**src/rtl/clock_fanout_pkg.sv**
```systemverilog
// Constants, encodings and state types for the clock fanout control block
package clock_fanout_pkg;

  localparam int NUM_OUT = 12;
  localparam int CLK_MHZ = 40;

  // Sequencer timing, in nanoseconds and clock cycles
  localparam int STARTUP_DELAY_NS = 100000;
  localparam int STARTUP_DELAY_CYC = (STARTUP_DELAY_NS * CLK_MHZ + 999) / 1000;
  localparam int LOCK_TIME_NS = 50000;
  localparam int LOCK_TIME_CYC = (LOCK_TIME_NS * CLK_MHZ + 999) / 1000;
  localparam int SEQ_CNT_W = 12;

  // Gate latency in output periods, and low samples before power-down
  localparam int GATE_LATENCY = 6;
  localparam int GATE_CNT_W = 4;
  localparam int PD_HITS = 2;

  typedef enum logic [1:0] {
    SEQ_OFF,
    SEQ_SUPPLY,
    SEQ_WAIT_CLK,
    SEQ_RUN
  } seq_state_e;

  // Tri-level strap encodings
  localparam logic [1:0] TRI_LOW = 2'h0;
  localparam logic [1:0] TRI_MID = 2'h1;
  localparam logic [1:0] TRI_HIGH = 2'h2;

  // PLL mode encodings
  localparam logic [1:0] MODE_NARROW = 2'h0;
  localparam logic [1:0] MODE_BYPASS = 2'h1;
  localparam logic [1:0] MODE_WIDE = 2'h3;

  // Bus addresses by strap pair
  localparam logic [7:0] ADDR_LL = 8'hd8;
  localparam logic [7:0] ADDR_LM = 8'hda;
  localparam logic [7:0] ADDR_LH = 8'hde;
  localparam logic [7:0] ADDR_ML = 8'hc2;
  localparam logic [7:0] ADDR_MM = 8'hc4;
  localparam logic [7:0] ADDR_MH = 8'hc6;
  localparam logic [7:0] ADDR_HL = 8'hca;
  localparam logic [7:0] ADDR_HM = 8'hcc;
  localparam logic [7:0] ADDR_HH = 8'hce;

  // Register offsets
  localparam logic [2:0] REG_MODE = 3'h0;
  localparam logic [2:0] REG_OE_LO = 3'h1;
  localparam logic [2:0] REG_OE_HI = 3'h2;
  localparam logic [2:0] REG_PIN_LO = 3'h3;
  localparam logic [2:0] REG_PIN_HI = 3'h4;
  localparam logic [2:0] REG_STATUS = 3'h5;

  // Mode register fields
  localparam int MODE_FS_BIT = 0;
  localparam int MODE_SW_LSB = 1;
  localparam int MODE_SW_EN_BIT = 3;
  localparam int MODE_LATCH_LSB = 6;

  // Reset values
  localparam logic [1:0] SW_MODE_RST = 2'h3;
  localparam logic SW_EN_RST = 1'b0;
  localparam logic [11:0] OE_RST = 12'hfff;

endpackage : clock_fanout_pkg

```
**src/rtl/clock_fanout_enable_power_control.sv**
```systemverilog
// Output gating, power sequencing, strap latching and registers of the fanout buffer
`timescale 1ns/1ps
module clock_fanout_enable_power_control #(
  parameter bit PUSH_PULL = 1'b0
) (
  input wire logic ref_clk,
  input wire logic arst_n,
  input wire logic power_good_down_pin,
  input wire logic supply_valid,
  input wire logic input_clock_valid,
  input wire logic freq_select_strap,
  input wire logic [1:0] addr_strap_low,
  input wire logic [1:0] addr_strap_high,
  input wire logic [1:0] pll_bandwidth_strap,
  input wire logic [11:0] output_gate_n,
  input wire logic [2:0] reg_addr,
  input wire logic [7:0] reg_wdata,
  input wire logic reg_write,
  input wire logic reg_read,
  output logic [7:0] reg_rdata,
  output logic [11:0] fanout_clock_true,
  output logic [11:0] fanout_clock_comp,
  output logic [11:0] fanout_drive_en,
  output logic feedback_output_true,
  output logic feedback_output_comp,
  output logic feedback_drive_en,
  output logic pll_enable,
  output logic [1:0] pll_mode,
  output logic freq_select,
  output logic [7:0] bus_address,
  output logic [1:0] seq_state
);

  localparam int SYNC_W = 22;

  // Synchroniser stages for every pin input
  logic [SYNC_W-1:0] sync_meta_q;
  logic [SYNC_W-1:0] sync_q;

  logic [11:0] gate_n_s;
  logic pg_s;
  logic supply_s;
  logic clk_ok_s;
  logic fs_s;
  logic [1:0] sa_lo_s;
  logic [1:0] sa_hi_s;
  logic [1:0] bw_s;

  logic pg_prev_q;
  logic pg_seen_q;
  logic pg_rise;
  logic pd_pin_low;

  logic fs_latch_q;
  logic [1:0] mode_latch_q;
  logic [7:0] addr_latch_q;

  logic [1:0] sw_mode_q;
  logic sw_en_q;
  logic [11:0] oe_q;

  clock_fanout_pkg::seq_state_e seq_q;
  logic [clock_fanout_pkg::SEQ_CNT_W-1:0] seq_cnt_q;
  logic seq_go;
  logic [1:0] mode_eff;

  logic phase_q;
  logic running;
  logic tick;
  logic rise_true;
  logic [1:0] pd_hits_q;
  logic pd_stop_q;

  logic [11:0] want_on;
  logic [11:0] active;

  // Two flops on every asynchronous pin before any use
  always_ff @(posedge ref_clk or negedge arst_n) begin
    if (!arst_n) begin
      sync_meta_q <= '0;
      sync_q <= '0;
    end else begin
      sync_meta_q <= {output_gate_n, power_good_down_pin, supply_valid, input_clock_valid,
                      freq_select_strap, addr_strap_low, addr_strap_high, pll_bandwidth_strap};
      sync_q <= sync_meta_q;
    end
  end

  assign gate_n_s = sync_q[21:10];
  assign pg_s = sync_q[9];
  assign supply_s = sync_q[8];
  assign clk_ok_s = sync_q[7];
  assign fs_s = sync_q[6];
  assign sa_lo_s = sync_q[5:4];
  assign sa_hi_s = sync_q[3:2];
  assign bw_s = sync_q[1:0];

  // Bus address from the two tri-level straps
  function automatic logic [7:0] addr_lookup(input logic [1:0] hi, input logic [1:0] lo);
    logic [7:0] a;
    a = clock_fanout_pkg::ADDR_HH;
    unique case (hi)
      clock_fanout_pkg::TRI_LOW: a = (lo == clock_fanout_pkg::TRI_LOW) ? clock_fanout_pkg::ADDR_LL :
                                     (lo == clock_fanout_pkg::TRI_MID) ? clock_fanout_pkg::ADDR_LM :
                                     clock_fanout_pkg::ADDR_LH;
      clock_fanout_pkg::TRI_MID: a = (lo == clock_fanout_pkg::TRI_LOW) ? clock_fanout_pkg::ADDR_ML :
                                     (lo == clock_fanout_pkg::TRI_MID) ? clock_fanout_pkg::ADDR_MM :
                                     clock_fanout_pkg::ADDR_MH;
      default: a = (lo == clock_fanout_pkg::TRI_LOW) ? clock_fanout_pkg::ADDR_HL :
                   (lo == clock_fanout_pkg::TRI_MID) ? clock_fanout_pkg::ADDR_HM :
                   clock_fanout_pkg::ADDR_HH;
    endcase
    return a;
  endfunction : addr_lookup

  // PLL mode from the bandwidth strap
  function automatic logic [1:0] mode_lookup(input logic [1:0] bw);
    logic [1:0] m;
    m = clock_fanout_pkg::MODE_WIDE;
    if (bw == clock_fanout_pkg::TRI_LOW) begin
      m = clock_fanout_pkg::MODE_NARROW;
    end else if (bw == clock_fanout_pkg::TRI_MID) begin
      m = clock_fanout_pkg::MODE_BYPASS;
    end
    return m;
  endfunction : mode_lookup

  // Power-good edge; the pin turns into power-down after its first rise
  assign pg_rise = pg_s & ~pg_prev_q;
  assign pd_pin_low = pg_seen_q & ~pg_s;

  always_ff @(posedge ref_clk or negedge arst_n) begin
    if (!arst_n) begin
      pg_prev_q <= 1'b0;
      pg_seen_q <= 1'b0;
    end else begin
      pg_prev_q <= pg_s;
      if (pg_rise) begin
        pg_seen_q <= 1'b1;
      end
    end
  end

  // Strap capture on the first power-good rise
  always_ff @(posedge ref_clk or negedge arst_n) begin
    if (!arst_n) begin
      fs_latch_q <= 1'b0;
      mode_latch_q <= clock_fanout_pkg::MODE_NARROW;
      addr_latch_q <= 8'h00;
    end else if (pg_rise && !pg_seen_q) begin
      fs_latch_q <= fs_s;
      mode_latch_q <= mode_lookup(bw_s);
      addr_latch_q <= addr_lookup(sa_hi_s, sa_lo_s);
    end
  end

  // Software override only counts once its enable bit is set
  assign mode_eff = sw_en_q ? sw_mode_q : mode_latch_q;

  // Power-up sequencer
  assign seq_go = pg_s & clk_ok_s & ~pd_stop_q;

  always_ff @(posedge ref_clk or negedge arst_n) begin
    if (!arst_n) begin
      seq_q <= clock_fanout_pkg::SEQ_OFF;
      seq_cnt_q <= '0;
    end else if (!supply_s) begin
      seq_q <= clock_fanout_pkg::SEQ_OFF;
      seq_cnt_q <= '0;
    end else begin
      unique case (seq_q)
        clock_fanout_pkg::SEQ_OFF: begin
          seq_q <= clock_fanout_pkg::SEQ_SUPPLY;
          seq_cnt_q <= '0;
        end
        clock_fanout_pkg::SEQ_SUPPLY: begin
          if (seq_cnt_q == clock_fanout_pkg::SEQ_CNT_W'(clock_fanout_pkg::STARTUP_DELAY_CYC - 1)) begin
            seq_q <= clock_fanout_pkg::SEQ_WAIT_CLK;
            seq_cnt_q <= '0;
          end else begin
            seq_cnt_q <= seq_cnt_q + 1'b1;
          end
        end
        clock_fanout_pkg::SEQ_WAIT_CLK: begin
          if (!seq_go) begin
            seq_cnt_q <= '0;
          end else if (mode_eff == clock_fanout_pkg::MODE_BYPASS ||
                       seq_cnt_q == clock_fanout_pkg::SEQ_CNT_W'(clock_fanout_pkg::LOCK_TIME_CYC - 1)) begin
            seq_q <= clock_fanout_pkg::SEQ_RUN;
            seq_cnt_q <= '0;
          end else begin
            seq_cnt_q <= seq_cnt_q + 1'b1;
          end
        end
        clock_fanout_pkg::SEQ_RUN: begin
          if (!clk_ok_s || pd_stop_q) begin
            seq_q <= clock_fanout_pkg::SEQ_WAIT_CLK;
            seq_cnt_q <= '0;
          end
        end
      endcase
    end
  end

  // Internal output clock: one toggle per cycle while running
  assign running = (seq_q == clock_fanout_pkg::SEQ_RUN) & ~pd_stop_q;
  assign tick = running & phase_q;
  assign rise_true = running & ~phase_q;

  always_ff @(posedge ref_clk or negedge arst_n) begin
    if (!arst_n) begin
      phase_q <= 1'b0;
    end else if (running) begin
      phase_q <= ~phase_q;
    end else begin
      phase_q <= 1'b0;
    end
  end

  // Power-down: count low samples at comp rising, stop at comp falling
  always_ff @(posedge ref_clk or negedge arst_n) begin
    if (!arst_n) begin
      pd_hits_q <= 2'h0;
      pd_stop_q <= 1'b0;
    end else begin
      if (!pd_pin_low) begin
        pd_hits_q <= 2'h0;
        pd_stop_q <= 1'b0;
      end else if (!running) begin
        pd_stop_q <= pd_stop_q | (seq_q != clock_fanout_pkg::SEQ_RUN);
      end else if (tick && pd_hits_q != 2'(clock_fanout_pkg::PD_HITS)) begin
        pd_hits_q <= pd_hits_q + 1'b1;
      end else if (rise_true && pd_hits_q == 2'(clock_fanout_pkg::PD_HITS)) begin
        pd_stop_q <= 1'b1;
      end
    end
  end

  // One start/stop controller per fanout output pair; the feedback pair has none
  genvar gi;
  generate
    for (gi = 0; gi < clock_fanout_pkg::NUM_OUT; gi++) begin : g_chan
      assign want_on[gi] = oe_q[gi] & ~gate_n_s[gi];
      gate_chan u_gate (
        .ref_clk(ref_clk),
        .arst_n(arst_n),
        .want_on(want_on[gi]),
        .period_tick(tick),
        .active_q(active[gi])
      );
    end
  endgenerate

  // Output legs; disabled legs sit low, enable drops unless push-pull
  always_ff @(posedge ref_clk or negedge arst_n) begin
    if (!arst_n) begin
      fanout_clock_true <= 12'h000;
      fanout_clock_comp <= 12'h000;
      fanout_drive_en <= 12'h000;
    end else begin
      fanout_clock_true <= {12{running & phase_q}} & active;
      fanout_clock_comp <= {12{running & ~phase_q}} & active;
      fanout_drive_en <= ({12{running}} & active) | {12{PUSH_PULL}};
    end
  end

  // Feedback pair ignores the gates but stops on power-down
  always_ff @(posedge ref_clk or negedge arst_n) begin
    if (!arst_n) begin
      feedback_output_true <= 1'b0;
      feedback_output_comp <= 1'b0;
      feedback_drive_en <= 1'b0;
    end else begin
      feedback_output_true <= running & phase_q;
      feedback_output_comp <= running & ~phase_q;
      feedback_drive_en <= running | PUSH_PULL;
    end
  end

  // PLL control and latched configuration outputs
  always_ff @(posedge ref_clk or negedge arst_n) begin
    if (!arst_n) begin
      pll_enable <= 1'b0;
      pll_mode <= clock_fanout_pkg::MODE_NARROW;
      freq_select <= 1'b0;
      bus_address <= 8'h00;
      seq_state <= 2'h0;
    end else begin
      pll_enable <= supply_s & seq_go & (mode_eff != clock_fanout_pkg::MODE_BYPASS) &
                    ((seq_q == clock_fanout_pkg::SEQ_WAIT_CLK) || (seq_q == clock_fanout_pkg::SEQ_RUN));
      pll_mode <= mode_eff;
      freq_select <= fs_latch_q;
      bus_address <= addr_latch_q;
      seq_state <= seq_q;
    end
  end

  // Register writes
  always_ff @(posedge ref_clk or negedge arst_n) begin
    if (!arst_n) begin
      sw_mode_q <= clock_fanout_pkg::SW_MODE_RST;
      sw_en_q <= clock_fanout_pkg::SW_EN_RST;
      oe_q <= clock_fanout_pkg::OE_RST;
    end else if (reg_write) begin
      unique case (reg_addr)
        clock_fanout_pkg::REG_MODE: begin
          sw_mode_q <= reg_wdata[clock_fanout_pkg::MODE_SW_LSB +: 2];
          sw_en_q <= reg_wdata[clock_fanout_pkg::MODE_SW_EN_BIT];
        end
        clock_fanout_pkg::REG_OE_LO: oe_q[7:0] <= reg_wdata;
        clock_fanout_pkg::REG_OE_HI: oe_q[11:8] <= reg_wdata[3:0];
        default: begin
        end
      endcase
    end
  end

  // Register reads, data valid the cycle after the strobe
  always_ff @(posedge ref_clk or negedge arst_n) begin
    if (!arst_n) begin
      reg_rdata <= 8'h00;
    end else if (reg_read) begin
      unique case (reg_addr)
        clock_fanout_pkg::REG_MODE: begin
          reg_rdata <= 8'h00;
          reg_rdata[clock_fanout_pkg::MODE_FS_BIT] <= fs_latch_q;
          reg_rdata[clock_fanout_pkg::MODE_SW_LSB +: 2] <= sw_mode_q;
          reg_rdata[clock_fanout_pkg::MODE_SW_EN_BIT] <= sw_en_q;
          reg_rdata[clock_fanout_pkg::MODE_LATCH_LSB +: 2] <= mode_latch_q;
        end
        clock_fanout_pkg::REG_OE_LO: reg_rdata <= oe_q[7:0];
        clock_fanout_pkg::REG_OE_HI: reg_rdata <= {4'h0, oe_q[11:8]};
        clock_fanout_pkg::REG_PIN_LO: reg_rdata <= gate_n_s[7:0];
        clock_fanout_pkg::REG_PIN_HI: reg_rdata <= {4'h0, gate_n_s[11:8]};
        clock_fanout_pkg::REG_STATUS: reg_rdata <= {2'h0, clk_ok_s, pg_seen_q, running, pd_stop_q, seq_q};
        default: reg_rdata <= 8'h00;
      endcase
    end else begin
      reg_rdata <= 8'h00;
    end
  end

endmodule : clock_fanout_enable_power_control

```
**src/rtl/gate_chan.sv**
```systemverilog
// Per-output start/stop controller aligned to output clock periods
`timescale 1ns/1ps
module gate_chan (
  input wire logic ref_clk,
  input wire logic arst_n,
  input wire logic want_on,
  input wire logic period_tick,
  output logic active_q
);

  logic [clock_fanout_pkg::GATE_CNT_W-1:0] cnt_q;

  // Switch only at a true-leg falling moment, after a fixed period count
  always_ff @(posedge ref_clk or negedge arst_n) begin
    if (!arst_n) begin
      active_q <= 1'b0;
      cnt_q <= '0;
    end else if (want_on == active_q) begin
      cnt_q <= '0;
    end else if (period_tick) begin
      if (cnt_q == clock_fanout_pkg::GATE_CNT_W'(clock_fanout_pkg::GATE_LATENCY - 1)) begin
        active_q <= want_on;
        cnt_q <= '0;
      end else begin
        cnt_q <= cnt_q + 1'b1;
      end
    end
  end

endmodule : gate_chan

```
**config.mk**
```make
export PLATFORM = sky130hd
export DESIGN_NAME = clock_fanout_enable_power_control
export DESIGN_NICKNAME = d
export VERILOG_FILES = /design/src/rtl/clock_fanout_pkg.sv /design/src/rtl/clock_fanout_enable_power_control.sv /design/src/rtl/gate_chan.sv
export SDC_FILE = /design/constraint.sdc
export NUM_CORES = 1
export LEC_CHECK = 0
export BUFFER_PORTS_ARGS = -buffer_cell sky130_fd_sc_hd__buf_4
export CORE_ASPECT_RATIO = 1.1
export CORE_MARGIN = 8
export CORE_UTILIZATION = 58
export DETAILED_ROUTE_END_ITERATION = 12
export PLACE_DENSITY = 0.82
export SLEW_MARGIN = 30
export SYNTH_ARGS = -nofsm -noshare
export SYNTH_HDL_FRONTEND = slang
export SYNTH_HIERARCHICAL = 1
export SYNTH_SLANG_ARGS = --single-unit
```
**constraint.sdc**
```tcl
create_clock -name ref_clk -period 3.1 [get_ports ref_clk]
set_input_delay 0.775 -clock ref_clk [delete_from_list [all_inputs] [get_ports ref_clk]]
set_output_delay 0.775 -clock ref_clk [all_outputs]
set_load 0.02 [all_outputs]
```
[Yosys cells after proc, flatten, opt, wreduce, memory -nomap -nowiden]
Index checks and enable logic that the tools add are counted.
Storage, ports and cells
  bits of input ports: 37
  output and inout bits: 61
  register bits: 211
  logic and storage cells: 281
Operators by class
  eq/ne operators: 50
  muxes and demuxes: 68
  add/subtract/negate cells: 14
  bitwise logic cells: 54
  reductions and logical operators: 43
Operator list (count)
  2-to-1 mux 4 bit: 36
  2-to-1 mux 12 bit: 5
  adder 4 x 1 -> 4 bit (second input constant): 12
  == test 4 x 3 -> 1 bit (second input constant): 12
  case mux 12 bit (4 select lines): 1
  case mux 8 bit (6 select lines): 1
  AND 12 bit: 3
  AND reduction 3 bit: 12
  inverter 1 bit: 28
  2-to-1 mux 2 bit: 13
  nonzero test 2 bit: 12
  AND 1 bit: 22
  != test 3 bit (second input constant): 5
  adder 12 x 1 -> 12 bit (second input constant): 1
  == test 1 bit: 12
  == test 12 x 11 -> 1 bit (second input constant): 1
  == test 12 bit (second input constant): 1
  2-to-1 mux 3 bit: 4
  == test 2 x 1 -> 1 bit (second input constant): 5
  case mux 5 bit (2 select lines): 1
  AND reduction 2 bit: 5
  zero test 2 bit: 4
  2-to-1 mux 8 bit: 1
  case mux 2 bit (4 select lines): 1
  other kinds (15): 31

[Longest topological paths before layout]
  depth after elaboration: 8
  gate-level depth with buffers: 8
  mapped depth without buffers: 7

[Cells and area by module]
Netlist, hierarchy kept.
Modules (own cells, without submodules)
  clock_fanout_enable_power_control: area an instance 5346.4 um2, seq. area each 3621.0 um2, cells each 401, times used 1
  gate_chan: area an instance 240.2 um2, seq. area each 125.1 um2, cells each 22, times used 12

[Worst setup path after synthesis]
OpenSTA, ideal clock, no wires.
  path type: reg2reg
  start: reg seq_q[1]
  end: reg g_chan[0].u_gate.active_q
  arrival time: 2.717 ns
  library setup time: 0.125 ns
  stages on the path, launching flop included: 7
  clock period less this slack: 2.842 ns
  slack: 0.258 ns
  buffers on the path: 0
  cells stage by stage: dfrtp_1 > ha_1 > nor2b_1 > and2_1 > nand2_2 > nor3b_1 > mux2_2
Between the ends
  longest elaborated chain between the ends: 4
RTL lines
  from (decl): line clock_fanout_enable_power_control.sv:62  | clock_fanout_pkg::seq_state_e seq_q;
  from (signal assigned): line clock_fanout_enable_power_control.sv:165  | seq_q <= clock_fanout_pkg::SEQ_OFF;
  from (signal assigned): line clock_fanout_enable_power_control.sv:168  | seq_q <= clock_fanout_pkg::SEQ_OFF;
  from (signal assigned): line clock_fanout_enable_power_control.sv:173  | seq_q <= clock_fanout_pkg::SEQ_SUPPLY;
  == test 2 bit: line clock_fanout_enable_power_control.sv:206  | assign running = (seq_q == clock_fanout_pkg::SEQ_RUN) & ~pd_stop_q;
  AND 1 bit: line clock_fanout_enable_power_control.sv:206
  AND 1 bit: line clock_fanout_enable_power_control.sv:207  | assign tick = running & phase_q;
  named net tick: line clock_fanout_enable_power_control.sv:69  | logic tick;
  AND reduction 3 bit (no source line)
  to (signal assigned): line gate_chan.sv:22  | active_q <= want_on;
  to (decl): line gate_chan.sv:8  | output logic active_q
The timed path passes the listed nets, and every way through them passes these cells.
A chain may end at the register's enable or synchronous reset.

[Final worst setup path]
  start: reg seq_q[0]
  end: reg seq_cnt_q[8] (netlist bit)
Between the ends
  longest elaborated chain between the ends: 3
  elaborated cells on any way between the ends: 7
  classes of those cells: 4 x eq/ne; 2 x mux; 1 x reduce/logical
RTL lines
  == test 2 bit, or another cell as far along: line clock_fanout_enable_power_control.sv:171  | unique case (seq_q)
  case mux 12 bit (4 select lines): line clock_fanout_enable_power_control.sv:171
  2-to-1 mux 12 bit: line clock_fanout_enable_power_control.sv:167  | end else if (!supply_s) begin
  to (signal assigned): line clock_fanout_enable_power_control.sv:181  | seq_cnt_q <= seq_cnt_q + 1'b1;
  to (signal assigned): line clock_fanout_enable_power_control.sv:192  | seq_cnt_q <= seq_cnt_q + 1'b1;
  to (decl): line clock_fanout_enable_power_control.sv:63  | logic [clock_fanout_pkg::SEQ_CNT_W-1:0] seq_cnt_q;
Parallel ways exist; a longest one is shown, timed or not.

==> Flow_metrics.wiki <==
{| class="wikitable"
! Metric !! Value
|-
| Slowest-stage cell, CP || sky130_fd_sc_hd__o21ai_1
|-
| Area of placed instances || 9220 um^2
|-
| Core area || 13900 um^2
|-
| Longest Clk Path Bufs || 3
|-
| Std-Cell Rows || 45
|-
| Setup-violating endpoint count in the final report || 0
|-
| Non-Filler Cell Area, Final || 9940 um^2
|-
| Count of clock tree sinks || 204
|-
| Post-DR vias/cell || 5.53
|-
| Most common flop cell mapped by yosys || sky130_fd_sc_hd__dfrtp_1
|-
| Detailed-route wire length per cell || 17.2 um
|-
| Area growth, synth to finish || 20.8%
|-
| Minimum setup slack among reg-to-reg paths || 610 ps
|-
| Async S/R FF share, synth || 1.00
|-
| Number of antenna violations at the first check in global routing || 0
|-
| Worst slew margin || 0.483
|-
| Run status || finished clean
|-
| Period utilization || 0.803
|-
| Slew Limit Fails || 0
|-
| Overall routing resource usage || 0.186
|-
| Final net count || 818
|-
| Latest clock arrival within the worst-skew pair || 490 ps
|-
| Residual overflow from global routing || 0
|-
| Die height || 141 um
|-
| Count of maximum capacitance violations || 0
|-
| Number of enable flip-flop cells after synthesis || 0
|-
| Launching point of the worst reg2reg path || seq_q[0]$_DFFE_PN0P_
|-
| RePlAce Congestion || 0.787
|-
| Slew at the pin closest to its max-slew limit || 773 ps
|-
| Category of the worst setup path launch point || register
|-
| Number of warnings printed during yosys synthesis || 6
|-
| Maximum vdd ir drop || 0.000490 V
|-
| Number of cells in the finished layout apart from fillers || 977
|-
| RSZ-0062 raised after global routing || no
|-
| Worst hold path class || in -> async
|-
| Critical Path, Cell by Cell || inv_1 -> ha_1 -> and4b_1 -> nand3_1 -> o21ai_1 -> nand2_1 -> o311ai_1
|-
| Total routed wirelength || 16800 um
|-
| Static leakage || 4.48 nW
|-
| Post CTS Setup Buffer Count || 0
|-
| Fraction of layout cells with a size suffix above 1 || 0.283
|-
| Hold buffer count at CTS || 0
|-
| Post-synth design cell area || 8230 um^2
|-
| Skew final || 8.78 ps
|-
| Endpoint arrival time on the critical path || 2870 ps
|-
| Root buf cell || sky130_fd_sc_hd__clkbuf_16
|-
| Fraction of the core area covered by cells at the end of the flow || 0.718
|-
| Number of I/O port buffers || 95
|-
| Cts bufs inserted || 21
|-
| Data required, critical path || 3480 ps
|-
| R2r endpoint || seq_cnt_q[8]$_DFFE_PN0P_
|-
| Peak clock frequency supported by timing || 0.402 GHz
|-
| Critical path peak fanout || 11
|-
| Mean instance size in the synthesized netlist || 12.4 um^2
|-
| Overall die area || 18300 um^2
|-
| Antenna Cells || 0
|-
| Overall die width || 130 um
|-
| Mapped Cells || 665
|-
| H-tree Lvls || 1
|-
| I/O pin count || 98
|-
| Flops & latches, synth || 204
|-
| Worst-case hold slack || 309 ps
|-
| Total iterations of the first detailed-routing run || 4
|-
| Sequential-to-total area share from yosys stat || 0.622
|-
| Hold violation count in the final report || 0
|-
| Clock slew seen by the registers of the worst setup and hold paths || 60 ps
|-
| Final critical delay including setup and external delays || 2490 ps
|-
| TritonCTS clock tree || done
|-
| Effective utilization at floorplan || 0.594
|-
| Category of the most critical setup path || reg -> reg
|-
| Cell count of the worst reg-to-reg path || 7
|-
| Pwr Density || 622 nW/um^2
|-
| Number of resized instances in the post-cts repair step || 0
|-
| HPWL after detailed placement || 11600 um
|-
| Unique cell type count in the Yosys netlist || 53
|-
| Drt first-iter violations || 348
|-
| Post-detailed-route DRC marker count || 0
|-
| Summed negative setup slack over all endpoints || 0 ps
|-
| Number of antenna-violating nets in the routed design || 0
|-
| Vias in the first global route || 5541
|-
| Pin count of the biggest net entering global routing || 80
|-
| Worst Setup End Kind || register
|-
| Critical Path Max Stage Delay || 620 ps
|-
| Vias || 5398
|-
| Global-route wire length before repair || 27600 um
|-
| Total placed cells including tap cells || 940
|}
-- sequential cells by signal, indices dropped and copies added (netlist names), 8 cells and up --
register                cells
fanout_clock_comp          12
fanout_clock_true          12
fanout_drive_en            12
g_chan.u_gate/active_q     12
g_chan.u_gate/cnt_q        48
oe_q                       12
reg_rdata                   8
seq_cnt_q                  12
sync_meta_q                22
sync_q                     22
-- worst max-delay path, delay by kind of cell (launching register included) --
family	cells	cell delay [ps]
AO/OA/AOI/OAI	2	950
AND/OR/NAND/NOR	3	640
flip-flops	1	440
adder cells (fa/ha/maj)	1	220
buffers and inverters	1	130
-- layout by cell type (no fill, tap or decap), drive strengths merged, types with 2 or more instances in the layout --
cell      count
mux4          2
bufinv        2
or3          13
nand4b       13
ha            6
and3         15
and2         14
xor2         12
clkinv        4
nand3        12
o211ai        4
clkbuf       28
nand3b        2
clkinvlp      3
nand2b        4
conb          2
nor2         47
buf         103
nand2        43
o22ai         3
nand4        17
a31oi         8
mux2i        13
dfstp        14
dfrtp       190
nor3b        14
mux2         34
nor3          4
a21oi        31
o21ai        22
inv          10
xnor2        28
nor2b        54
-- cell families (layout without fill, tap and decap cells) --
logic type                 after synthesis  count (layout)  share of synthesized area
and+or+nand+nor                        262             262                      0.184
DFF                                    204             204                      0.622
AOI/OAI and AO/OA                       76              76                     0.0595
muxes                                   49              49                     0.0678
xor gates and xnor gates                40              40                     0.0426
buffers and inverters                   27             150                     0.0137
adders and majority gates                6               6                    0.00912
other                                    1               2                   0.000456
-- worst max-delay path by stage --
stage / from / endpoint / slack [ps]
after floorplan: seq_q[1]$_DFFE_PN0P_ / g_chan[0].u_gate/active_q$_DFFE_PN0P_ / 260
after global placement: seq_q[0]$_DFFE_PN0P_ / seq_cnt_q[8]$_DFFE_PN0P_ / 800
after detailed placement: seq_q[0]$_DFFE_PN0P_ / seq_cnt_q[8]$_DFFE_PN0P_ / 670
after CTS: seq_q[0]$_DFFE_PN0P_ / seq_cnt_q[8]$_DFFE_PN0P_ / 650
after global routing: seq_q[0]$_DFFE_PN0P_ / seq_cnt_q[8]$_DFFE_PN0P_ / 420
final: seq_q[0]$_DFFE_PN0P_ / seq_cnt_q[8]$_DFFE_PN0P_ / 610
-- power breakdown --
group | switching (W) | total [W] | leakage (nW) | internal, W
registers | 0.000115 | 0.00295 | 2.64 | 0.00284
logic | 0.000390 | 0.000667 | 1.49 | 0.000277
clock network | 0.00101 | 0.00257 | 0.351 | 0.00156
total | 0.00152 | 0.00619 | 4.48 | 0.00467
-- synthesized netlist by cell type, types with 11 or more instances --
cell type,number,share of area
sky130_fd_sc_hd__dfrtp_1,190,0.58
sky130_fd_sc_hd__dfstp_2,14,0.045
sky130_fd_sc_hd__nor3b_1,14,0.013
sky130_fd_sc_hd__nand4_1,17,0.013
sky130_fd_sc_hd__nor2b_1,54,0.041
sky130_fd_sc_hd__nor2_1,47,0.021
sky130_fd_sc_hd__o21ai_0,16,0.0097
sky130_fd_sc_hd__a21oi_1,19,0.012
sky130_fd_sc_hd__nand2_2,12,0.0091
sky130_fd_sc_hd__mux2i_1,13,0.016
sky130_fd_sc_hd__nand2_1,31,0.014
sky130_fd_sc_hd__or3_1,13,0.0099
sky130_fd_sc_hd__a21oi_2,12,0.013
sky130_fd_sc_hd__nand4b_1,13,0.014
sky130_fd_sc_hd__mux2_2,34,0.047
sky130_fd_sc_hd__clkbuf_1,12,0.0055
sky130_fd_sc_hd__and3_1,15,0.011
sky130_fd_sc_hd__and2_1,14,0.011
sky130_fd_sc_hd__nand3_1,11,0.0067
sky130_fd_sc_hd__xnor2_1,28,0.030
sky130_fd_sc_hd__xor2_1,12,0.013
-- through the flow --
| step | worst slack (ps) | power [W] |
|---|---|---|
| 2_1_floorplan | 258 | 0.00337 |
| 3_3_place_gp | 798 | 0.00362 |
| 3_5_place_dp | 673 | 0.00367 |
| 4_1_cts | 649 | 0.00624 |
| 5_1_grt | 417 | 0.00642 |
| 6_report | 611 | 0.00619 |
-- per-layer routing --
metal / vias up / track usage / routed length, um
met5: - / 0 / 0
met4: 0 / 0.0581 / 380
met3: 27 / 0.0336 / 861
met2: 143 / 0.311 / 8350
met1: 2696 / 0.241 / 7230
li1: 2532 / - / -
-- layout make-up --
| class | count | area (um^2) |
|---|---|---|
| Sequential cell | 204 | 5120 |
| Clock buffer | 27 | 608 |
| Multi-Input combinational cell | 435 | 3010 |
| Clock inverter | 10 | 115 |
| Inverter | 9 | 33.8 |
| Fill cell | 971 | 3910 |
| Timing Repair Buffer | 104 | 825 |
| Tap cell | 188 | 235 |
No activity file was read; power rests on OpenSTA's default activity.
